### src/common/spog_pkg.sv
// Purpose: Shared constants for the supply on/off and power-good logic
// Assumes: ref_clk at 20 MHz (50 ns period)
// Notes: Times are kept in their printed unit and cycle counts derive from them, save the debounce, which is given in cycles
package spog_pkg;
   // Clock rate in kHz, so cycles per ms is this figure
   localparam int unsigned SPOG_CLK_KHZ = 20000;
   // Mains out of range longer than this drops input good (ms)
   localparam int unsigned SPOG_AC_FAIL_MS = 20;
   localparam int unsigned SPOG_AC_FAIL_CYC = SPOG_AC_FAIL_MS * SPOG_CLK_KHZ;
   // Power good must fall at least this long before standby is lost (ms)
   localparam int unsigned SPOG_PG_LEAD_MS = 20;
   // Regulation to power good assertion delay, least figure (ms)
   localparam int unsigned SPOG_PG_ON_MS = 100;
   localparam int unsigned SPOG_PG_ON_CYC = SPOG_PG_ON_MS * SPOG_CLK_KHZ;
   // Debounce time on the control pins, in cycles (1 us)
   localparam int unsigned SPOG_DEB_CYC = 20;
   localparam int SPOG_DEB_W = 5;
   // Main rail window in millivolts, and sense limit in percent of nominal
   localparam logic [15:0] SPOG_MAIN_MIN_MV = 16'h2A94; // 10900
   localparam logic [15:0] SPOG_MAIN_MAX_MV = 16'h3390; // 13200
   localparam logic [15:0] SPOG_MAIN_NOM_MV = 16'h2EE0; // 12000
   localparam logic [7:0] SPOG_SENSE_LIM_PCT = 8'h69;   // 105
   // Counter width for the long timers
   localparam int SPOG_TMR_W = 24;
   // Output enable sequence
   typedef enum logic [2:0] {
      SPOG_OFF     = 3'h1,
      SPOG_ON      = 3'h2,
      SPOG_FAN_LCK = 3'h4
   } spog_state_t;
endpackage

### src/logic/spog_top.sv
// Purpose: On/off control, power good and input good for a front-end supply
// Assumes: Analog monitors arrive as synchronous levels and a millivolt word
// Notes: Status pins are open drain; oe low means the pin is pulled low
module spog_top
   import spog_pkg::*;
#(
   // Long counts are parameters so a simulation can shorten them
   parameter int unsigned AC_FAIL_CYC = SPOG_AC_FAIL_CYC,
   parameter int unsigned PG_ON_CYC = SPOG_PG_ON_CYC
) (
   input wire logic ref_clk,
   input wire logic srst,
   input wire logic remote_on_request_pin,
   input wire logic removal_kill_pin,
   input wire logic bus_on_cmd,
   input wire logic bus_off_cmd,
   input wire logic [15:0] main_mv,
   input wire logic rails_in_reg,
   input wire logic fault_ocp,
   input wire logic fault_ovp,
   input wire logic fault_otp,
   input wire logic fault_fan,
   input wire logic share_in_limit,
   input wire logic mains_in_range,
   input wire logic mains_lost_warn,
   input wire logic remote_sense_ok,
   output logic main_enable,
   output logic standby_rail_enable,
   output logic sense_internal,
   output logic [7:0] sense_limit_pct,
   output logic power_good_out,
   output logic power_good_oe,
   output logic input_good_out,
   output logic input_good_oe
);
   logic remote_on_request_n; // Debounced active-low request
   logic removal_kill_input; // Debounced kill, high when floating
   logic on_allowed; // Both control pins in the on state
   logic req_prev_reg; // Request level last cycle, for toggle detect
   logic req_toggle; // Request released: host recovery event
   logic main_ok; // Main rail inside its window
   logic any_fault; // Any protection shutdown
   logic pg_cond; // Level conditions for power good met, apart from the delay and share limit
   logic [SPOG_TMR_W-1:0] pg_cnt_reg; // Power good assertion delay
   logic [SPOG_TMR_W-1:0] ac_cnt_reg; // Bad mains duration
   logic pg_reg; // Power good state
   logic ig_reg; // Input good state
   spog_state_t state_reg; // Output enable sequence
   spog_state_t state_next;

   // Pin conditioning; both pins idle high through their pull-ups
   spog_debounce #(.RESET_VAL(1'b1)) u_deb_on (
      .ref_clk(ref_clk),
      .srst(srst),
      .pin_in(remote_on_request_pin),
      .level_out(remote_on_request_n)
   );
   spog_debounce #(.RESET_VAL(1'b1)) u_deb_kill (
      .ref_clk(ref_clk),
      .srst(srst),
      .pin_in(removal_kill_pin),
      .level_out(removal_kill_input)
   );

   // Window compare helper on the main rail
   function automatic logic in_window(input logic [15:0] mv);
      in_window = (mv >= SPOG_MAIN_MIN_MV) && (mv <= SPOG_MAIN_MAX_MV);
   endfunction

   // Request and kill both low; a floating pin reads high
   assign on_allowed = !remote_on_request_n && !removal_kill_input;
   assign main_ok = in_window(main_mv);
   assign any_fault = fault_ocp | fault_ovp | fault_otp | fault_fan;
   assign req_toggle = remote_on_request_n && !req_prev_reg;

   // Remember request level to spot a release
   always_ff @(posedge ref_clk) begin
      if (srst) begin
         req_prev_reg <= 1'b1;
      end else begin
         req_prev_reg <= remote_on_request_n;
      end
   end

   // Next-state logic for the main output
   always_comb begin
      state_next = state_reg;
      case (state_reg)
         SPOG_OFF: begin
            // Bus on command cannot beat the pins; bus off holds us here
            if (on_allowed && !fault_fan && !bus_off_cmd) begin
               state_next = SPOG_ON;
            end
         end
         SPOG_ON: begin
            if (fault_fan) begin
               state_next = SPOG_FAN_LCK;
            end else if (!on_allowed || bus_off_cmd) begin
               state_next = SPOG_OFF;
            end
         end
         SPOG_FAN_LCK: begin
            // Toggle, bus command or mains recycle clears the latch
            if (req_toggle || bus_on_cmd || !mains_in_range) begin
               state_next = SPOG_OFF;
            end
         end
         default: state_next = SPOG_OFF;
      endcase
   end

   // State register
   always_ff @(posedge ref_clk) begin
      if (srst) begin
         state_reg <= SPOG_OFF;
      end else begin
         state_reg <= state_next;
      end
   end

   // Main enable registered; kill forces off at once as it has priority
   always_ff @(posedge ref_clk) begin
      if (srst) begin
         main_enable <= 1'b0;
      end else begin
         main_enable <= (state_next == SPOG_ON) && on_allowed;
      end
   end

   // Standby stays on regardless of the kill input
   always_ff @(posedge ref_clk) begin
      if (srst) begin
         standby_rail_enable <= 1'b0;
      end else begin
         standby_rail_enable <= 1'b1;
      end
   end

   // Fall back to internal sense and clamp the set point
   always_ff @(posedge ref_clk) begin
      if (srst) begin
         sense_internal <= 1'b1;
         sense_limit_pct <= SPOG_SENSE_LIM_PCT;
      end else begin
         sense_internal <= !remote_sense_ok;
         sense_limit_pct <= SPOG_SENSE_LIM_PCT;
      end
   end

   // Mains warning gives the early drop ahead of standby loss
   assign pg_cond = main_enable && rails_in_reg && main_ok && !any_fault
      && !mains_lost_warn;

   // Assertion delay; cleared to zero while any paralleled supply is limiting
   always_ff @(posedge ref_clk) begin
      if (srst) begin
         pg_cnt_reg <= '0;
      end else if (!pg_cond) begin
         pg_cnt_reg <= '0;
      end else if (share_in_limit) begin
         pg_cnt_reg <= '0;
      end else if (pg_cnt_reg != SPOG_TMR_W'(PG_ON_CYC)) begin
         pg_cnt_reg <= pg_cnt_reg + 1'b1;
      end
   end

   // Power good drops in the cycle after any condition fails
   always_ff @(posedge ref_clk) begin
      if (srst) begin
         pg_reg <= 1'b0;
      end else if (!pg_cond) begin
         pg_reg <= 1'b0;
      end else if (pg_cnt_reg == SPOG_TMR_W'(PG_ON_CYC)
         && !share_in_limit) begin
         // A limit arriving on the last count still holds it off
         pg_reg <= 1'b1;
      end
   end

   // Bad mains duration; a short dip does not drop input good
   always_ff @(posedge ref_clk) begin
      if (srst) begin
         ac_cnt_reg <= '0;
      end else if (mains_in_range) begin
         ac_cnt_reg <= '0;
      end else if (ac_cnt_reg != SPOG_TMR_W'(AC_FAIL_CYC)) begin
         ac_cnt_reg <= ac_cnt_reg + 1'b1;
      end
   end

   // Input good follows good mains, falls after the bad-mains limit
   always_ff @(posedge ref_clk) begin
      if (srst) begin
         ig_reg <= 1'b0;
      end else if (mains_in_range) begin
         ig_reg <= 1'b1;
      end else if (ac_cnt_reg == SPOG_TMR_W'(AC_FAIL_CYC)) begin
         ig_reg <= 1'b0;
      end
   end

   // Open drain: output low always, enable low pulls the pin low
   assign power_good_out = 1'b0;
   assign power_good_oe = pg_reg;
   assign input_good_out = 1'b0;
   assign input_good_oe = ig_reg;

   a_kill_forces_off: assert property (@(posedge ref_clk) disable iff (srst)
      removal_kill_input |=> !main_enable)
      else $error("main on while kill high");
   a_req_high_off: assert property (@(posedge ref_clk) disable iff (srst)
      remote_on_request_n |=> !main_enable)
      else $error("main on while request high");
   a_on_needs_req: assert property (@(posedge ref_clk) disable iff (srst)
      $rose(main_enable) |-> $past(on_allowed))
      else $error("main rose without request");
   a_window_pg_low: assert property (@(posedge ref_clk) disable iff (srst)
      !main_ok |=> !pg_reg)
      else $error("power good high outside window");
   a_fault_pg_low: assert property (@(posedge ref_clk) disable iff (srst)
      any_fault |=> power_good_oe == 1'b0)
      else $error("power good high during fault");
   a_warn_pg_low: assert property (@(posedge ref_clk) disable iff (srst)
      mains_lost_warn |=> !pg_reg)
      else $error("power good high after mains warning");
   a_limit_holds_pg: assert property (@(posedge ref_clk) disable iff (srst)
      share_in_limit && !pg_reg |=> !pg_reg)
      else $error("power good rose during current limit");
   a_pg_needs_reg: assert property (@(posedge ref_clk) disable iff (srst)
      $rose(pg_reg) |-> $past(rails_in_reg) && $past(main_enable))
      else $error("power good rose without regulation");
   a_mains_ig_high: assert property (@(posedge ref_clk) disable iff (srst)
      mains_in_range |=> ig_reg)
      else $error("input good low with good mains");
   a_ig_holds_dip: assert property (@(posedge ref_clk) disable iff (srst)
      ig_reg && !mains_in_range && ac_cnt_reg != SPOG_TMR_W'(AC_FAIL_CYC)
      |=> ig_reg)
      else $error("input good fell before the limit");
   a_fan_latches: assert property (@(posedge ref_clk) disable iff (srst)
      state_reg == SPOG_FAN_LCK && !req_toggle && !bus_on_cmd
      && mains_in_range |=> state_reg == SPOG_FAN_LCK)
      else $error("fan latch left without recovery");
   a_sense_fallback: assert property (@(posedge ref_clk) disable iff (srst)
      !remote_sense_ok |=> sense_internal)
      else $error("no internal sense after loss");
   // Standby is only promised one cycle after reset has been let go
   a_standby_on: assert property (@(posedge ref_clk) disable iff (srst)
      removal_kill_input && !srst |=> standby_rail_enable)
      else $error("standby off with kill high");
endmodule

### src/logic/spog_debounce.sv
// Purpose: Two-stage synchroniser and stability filter for one pin
// Assumes: Pin is asynchronous; result is held until stable for DEB_CYC
// Notes: First flop feeds only the second flop
module spog_debounce
   import spog_pkg::*;
#(
   parameter logic RESET_VAL = 1'b1
) (
   input wire logic ref_clk,
   input wire logic srst,
   input wire logic pin_in,
   output logic level_out
);
   logic sync1_reg; // First synchroniser stage
   logic sync2_reg; // Second stage, safe to use
   logic [SPOG_DEB_W-1:0] cnt_reg; // Stability counter

   // Synchroniser chain; resets to RESET_VAL, the pulled-up level
   always_ff @(posedge ref_clk) begin
      if (srst) begin
         sync1_reg <= RESET_VAL;
         sync2_reg <= RESET_VAL;
      end else begin
         sync1_reg <= pin_in;
         sync2_reg <= sync1_reg;
      end
   end

   // Accept a new level only after it has held steady
   always_ff @(posedge ref_clk) begin
      if (srst) begin
         cnt_reg <= '0;
         level_out <= RESET_VAL;
      end else if (sync2_reg == level_out) begin
         cnt_reg <= '0;
      end else if (cnt_reg == SPOG_DEB_W'(SPOG_DEB_CYC - 1)) begin
         cnt_reg <= '0;
         level_out <= sync2_reg;
      end else begin
         cnt_reg <= cnt_reg + 1'b1;
      end
   end
endmodule

### config.mk
export PLATFORM = sky130hd
export DESIGN_NAME = spog_top
export DESIGN_NICKNAME = d
export VERILOG_FILES = /design/src/common/spog_pkg.sv /design/src/logic/spog_top.sv /design/src/logic/spog_debounce.sv
export SDC_FILE = /design/constraint.sdc
export NUM_CORES = 1
export LEC_CHECK = 0
export ABC_AREA = 1
export BUFFER_PORTS_ARGS = -buffer_cell sky130_fd_sc_hd__buf_2
export CAP_MARGIN = 5
export CELL_PAD_IN_SITES_DETAIL_PLACEMENT = 0
export CELL_PAD_IN_SITES_GLOBAL_PLACEMENT = 1
export CORE_ASPECT_RATIO = 0.9
export CORE_MARGIN = 10
export CORE_UTILIZATION = 41
export CTS_CLUSTER_DIAMETER = 120
export DETAILED_ROUTE_END_ITERATION = 8
export GPL_ROUTABILITY_DRIVEN = 0
export GPL_TIMING_DRIVEN = 0
export PLACE_DENSITY = 0.88
export RECOVER_POWER = 50
export SYNTH_ARGS = -nofsm -noshare
export SYNTH_HDL_FRONTEND = slang
export SYNTH_HIERARCHICAL = 1
export SYNTH_SLANG_ARGS = --single-unit
export TNS_END_PERCENT = 10
### constraint.sdc
create_clock -name ref_clk -period 2.2 [get_ports ref_clk]
set_clock_uncertainty 0.2 [all_clocks]
set_input_delay 0.44 -clock ref_clk [delete_from_list [all_inputs] [get_ports ref_clk]]
set_output_delay 0.44 -clock ref_clk [all_outputs]
set_load 0.1 [all_outputs]
==> reports/qor_table.md <==
| Item | Reported |
|---|---|
| Run status | finished clean |
| Root buffer selected by CTS | sky130_fd_sc_hd__clkbuf_8 |
| Post-route insts no fill | 728 |
| Final hold violation count | 0 |
| Launch instance of the worst register-to-register path | ac_cnt_reg[0] |
| Buffer depth of the longest clock path | 2 |
| Most numerous cell on the critical path | sky130_fd_sc_hd__nand3_1 |
| Power Internal | 1.94 mW |
| Clock Power Share | 40.2% |
| Setup repair after global routing missed its margin | no |
| Via count normalized by instance count | 4.67 |
| Post-synthesis sequential element count | 73 |
| Delay of the slowest critical-path stage | 0.40 ns |
| I/O Pins | 46 |
| Number of setup violations in the final report | 0 |
| First element of the critical path | ac_cnt_reg[0] |
| Number of antenna diodes | 0 |
| Count of instances resized after the clock tree is built | 0 |
| Aggregate negative setup slack | 0 ns |
| Width of the chip | 121 um |
| Hold path startpoint | remote_sense_ok |
| Effective utilization at floorplan | 41.6% |
| Biggest fanout along the worst timing path | 6 |
| Std-Cell Rows | 33 |
| Critical Path AT | 1.88 ns |
| Placed Area | 4110 um2 |
| Sw frac | 24.9% |
| Count of unique library cells instantiated by Yosys | 30 |
| Category of the critical setup timing path | flop to flop |
| Cell Pwr Density | 606 nW/um2 |
| Wire length per cell after detailed routing | 11.0 um |
| Die Y | 111 um |
| Largest net degree at the start of global routing | 12 |
| Overflow left after global routing | 0 |
| Period Utilization, post-route | 83.6% |
| Portion of total power attributed to sequential cells | 51.8% |
| Category of the worst setup path launch point | flop |
| Global Route Usage Sum | 12.3% |
| Slew of the pin with the lowest slew margin | 0.548 ns |
| Power share of the combinational group | 8.0% |
| Period minus WS final | 1.84 ns |
| Mapped Cells | 547 |
| TritonRoute pass-1 iters | 5 |
| Antenna violation net count after detailed routing | 0 |
| Filler Cell Count | 928 |
| Total number of H-tree levels | 3 |
| Synthesis-to-layout area growth | 13.5% |
| Final routed wirelength across all metal layers | 8.01 mm |
| Max_cap viols | 0 |
| Layout cell share with drive strength beyond 1 | 15.0% |
| Clock edge transition at the registers on the reported setup and hold paths | 0.08 ns |
| Switching power total | 0.642 mW |
| Instance count after placement with tap cells included | 712 |
| Cell with the largest stage delay on the worst path | sky130_fd_sc_hd__dfxtp_1 |
| Final number of max-transition violations | 0 |
| Inserted Clock Buffers | 9 |
| Summed area of non-filler cells in the final layout | 4250 um2 |
| TritonCTS clock tree | yes |
| Skew-Pair Late Insertion Delay | 0.35 ns |
| Leakage power figure | 1.76 nW |
| Vias in the first global route | 3,202 |
| Number of buffer and inverter stages on the critical path | 0 |
| Setup crit end kind | flop |
| Sequential fraction of the synthesis area | 39.0% |
| Max-slew headroom | 63.3% |
| Average cell area after synthesis | 6.85 um2 |
| # hold bufs at CTS | 0 |
| Highest-count cells in the layout ignoring fill and taps | sky130_fd_sc_hd__nor2_1 (114), sky130_fd_sc_hd__nand2_1 (96), sky130_fd_sc_hd__dfxtp_1 (73) |
| Vias post-DR | 3,402 |
| Largest delay contributor family on the critical path | simple AND/OR/NAND/NOR gates |
| Leading cell type in the layout, fill and taps excluded | sky130_fd_sc_hd__nor2_1 |
| Initial antenna violation count | 0 |
| Type of the tightest min-delay check | input pin to flop |
| First-pass GRT wire length | 13.9 mm |
| DRC violation count after routing | 0 |
| Post-CTS Setup Inserts | 0 |
| HPWL after detailed placement | 6.22 mm |
| Highest ir drop seen on vdd | 0.274 mV |
| Power consumption | 2.58 mW |
| Count of input and output buffers | 35 |
| Area of the mapped netlist | 3750 um2 |
| Data required time of the worst path | 2.24 ns |
| Sink Count | 73 |
| CORE AREA | 9000 um2 |
| Achievable Freq | 544 MHz |
| Initial DRC Count | 153 |
| Count of nets after finishing | 638 |
| Final-layout worst hold slack | 0.0727 ns |
| Count of warnings emitted by yosys | 6 |
| Critical path cell sequence | ha_1 > nand3_1 > nor3_2 > nand2_2 > nor2_2 > nand3_1 > nand2_1 > nor2_1 |
| Area enclosed by the die boundary | 13,400 um2 |
==> power by group through the flow <==
| stage | combinational, mW | sequential (mW) | clock, mW |
|---|---|---|---|
| after floorplan | 0.136 | 1.39 | 0 |
| after global placement | 0.208 | 1.37 | 0 |
| after detailed placement | 0.209 | 1.37 | 0 |
| after CTS | 0.209 | 1.34 | 1.07 |
| after global routing | 0.223 | 1.34 | 1.13 |
| final | 0.206 | 1.34 | 1.04 |
==> cells in the mapped netlist <==
master                       n  area share, %
sky130_fd_sc_hd__nand2_1    95            9.5
sky130_fd_sc_hd__dfxtp_1    73             39
sky130_fd_sc_hd__nand2_2     7            1.2
sky130_fd_sc_hd__conb_1      2           0.20
sky130_fd_sc_hd__inv_2       7           0.70
sky130_fd_sc_hd__a21oi_1    23            3.1
sky130_fd_sc_hd__nor2_4      2           0.60
sky130_fd_sc_hd__nand3b_1    1           0.20
sky130_fd_sc_hd__buf_2       3           0.40
sky130_fd_sc_hd__o22ai_1     1           0.17
sky130_fd_sc_hd__xor2_1     10            2.3
sky130_fd_sc_hd__o21ai_0    13            1.7
sky130_fd_sc_hd__nor2_2      9            1.5
sky130_fd_sc_hd__xnor2_1     6            1.4
sky130_fd_sc_hd__nand3_1    37            4.9
sky130_fd_sc_hd__or2_2       5           0.83
sky130_fd_sc_hd__nand3b_2    1           0.30
sky130_fd_sc_hd__nand4_1    23            3.8
sky130_fd_sc_hd__nor2_1    111             11
sky130_fd_sc_hd__o21a_1      3           0.60
sky130_fd_sc_hd__o21ai_1     2           0.27
sky130_fd_sc_hd__nor3_1     15            2.0
sky130_fd_sc_hd__nand3_2     2           0.53
sky130_fd_sc_hd__clkbuf_1    2           0.20
sky130_fd_sc_hd__inv_1      72            7.2
sky130_fd_sc_hd__nor3_4      1           0.43
sky130_fd_sc_hd__nor3_2      3           0.80
sky130_fd_sc_hd__ha_1        6            2.0
sky130_fd_sc_hd__buf_4      10            2.0
sky130_fd_sc_hd__nand3_4     2           0.93
==> per-layer routing <==
metal,global-route usage (%),wire length (um)
met1,15.1,3890
met2,19.2,3480
met3,5.09,548
met4,3.78,88
met5,0,0
==> worst register-to-register path, cell delays in order, from the launching register on <==
cell and delay [ns]:
sky130_fd_sc_hd__dfxtp_1 0.40, sky130_fd_sc_hd__ha_1 0.21, sky130_fd_sc_hd__nand3_1 0.14, sky130_fd_sc_hd__nor3_2 0.22, sky130_fd_sc_hd__nand2_2 0.17, sky130_fd_sc_hd__nor2_2 0.19, sky130_fd_sc_hd__nand3_1 0.09, sky130_fd_sc_hd__nand2_1 0.07
sky130_fd_sc_hd__nor2_1 0.04
==> through the flow <==
step                util, %  setup slack, ns
floorplan                 -            0.135
global placement       45.6            0.170
detailed placement     45.6            0.178
CTS                    47.7            0.335
global route           47.2            0.174
finish                 47.2            0.362
==> cells by family (layout without fill, tap and decap cells) <==
group,after synthesis,after routing,synth area share [%]
other,2,10,0.200
adder cells (fa/ha/maj),6,6,2.00
XOR/XNOR,16,16,3.74
AND/OR/NAND/NOR,314,314,38.7
flip-flops,73,73,39.0
buffers and inverters,94,145,10.5
AO/OA/AOI/OAI,42,42,5.84
==> area by class of cell <==
cell class                 instances  area, um2  area share, %
clock buffer                      13        149           3.50
multi-input combinational        388       1880           44.3
inverter                          79        297           6.97
buffer                            15       96.3           2.27
tap                              122        153           3.59
sequential                        73       1460           34.4
clock inverter                     3       40.0          0.941
timing repair buffer              35        174           4.09
==> worst paths after layout <==
| path | endpoint | slack [ns] | cells past startpoint |
|---|---|---|---|
| worst max-delay path | ac_cnt_reg[16] | 0.36 | 8 |
| worst min-delay path | sense_internal | 0.07 | 2 |
| worst max register to register | ac_cnt_reg[16] | 0.36 | 8 |
| worst min register to register | u_deb_on/sync2_reg | 0.22 | 1 |
(Power assumes the default switching activity.)
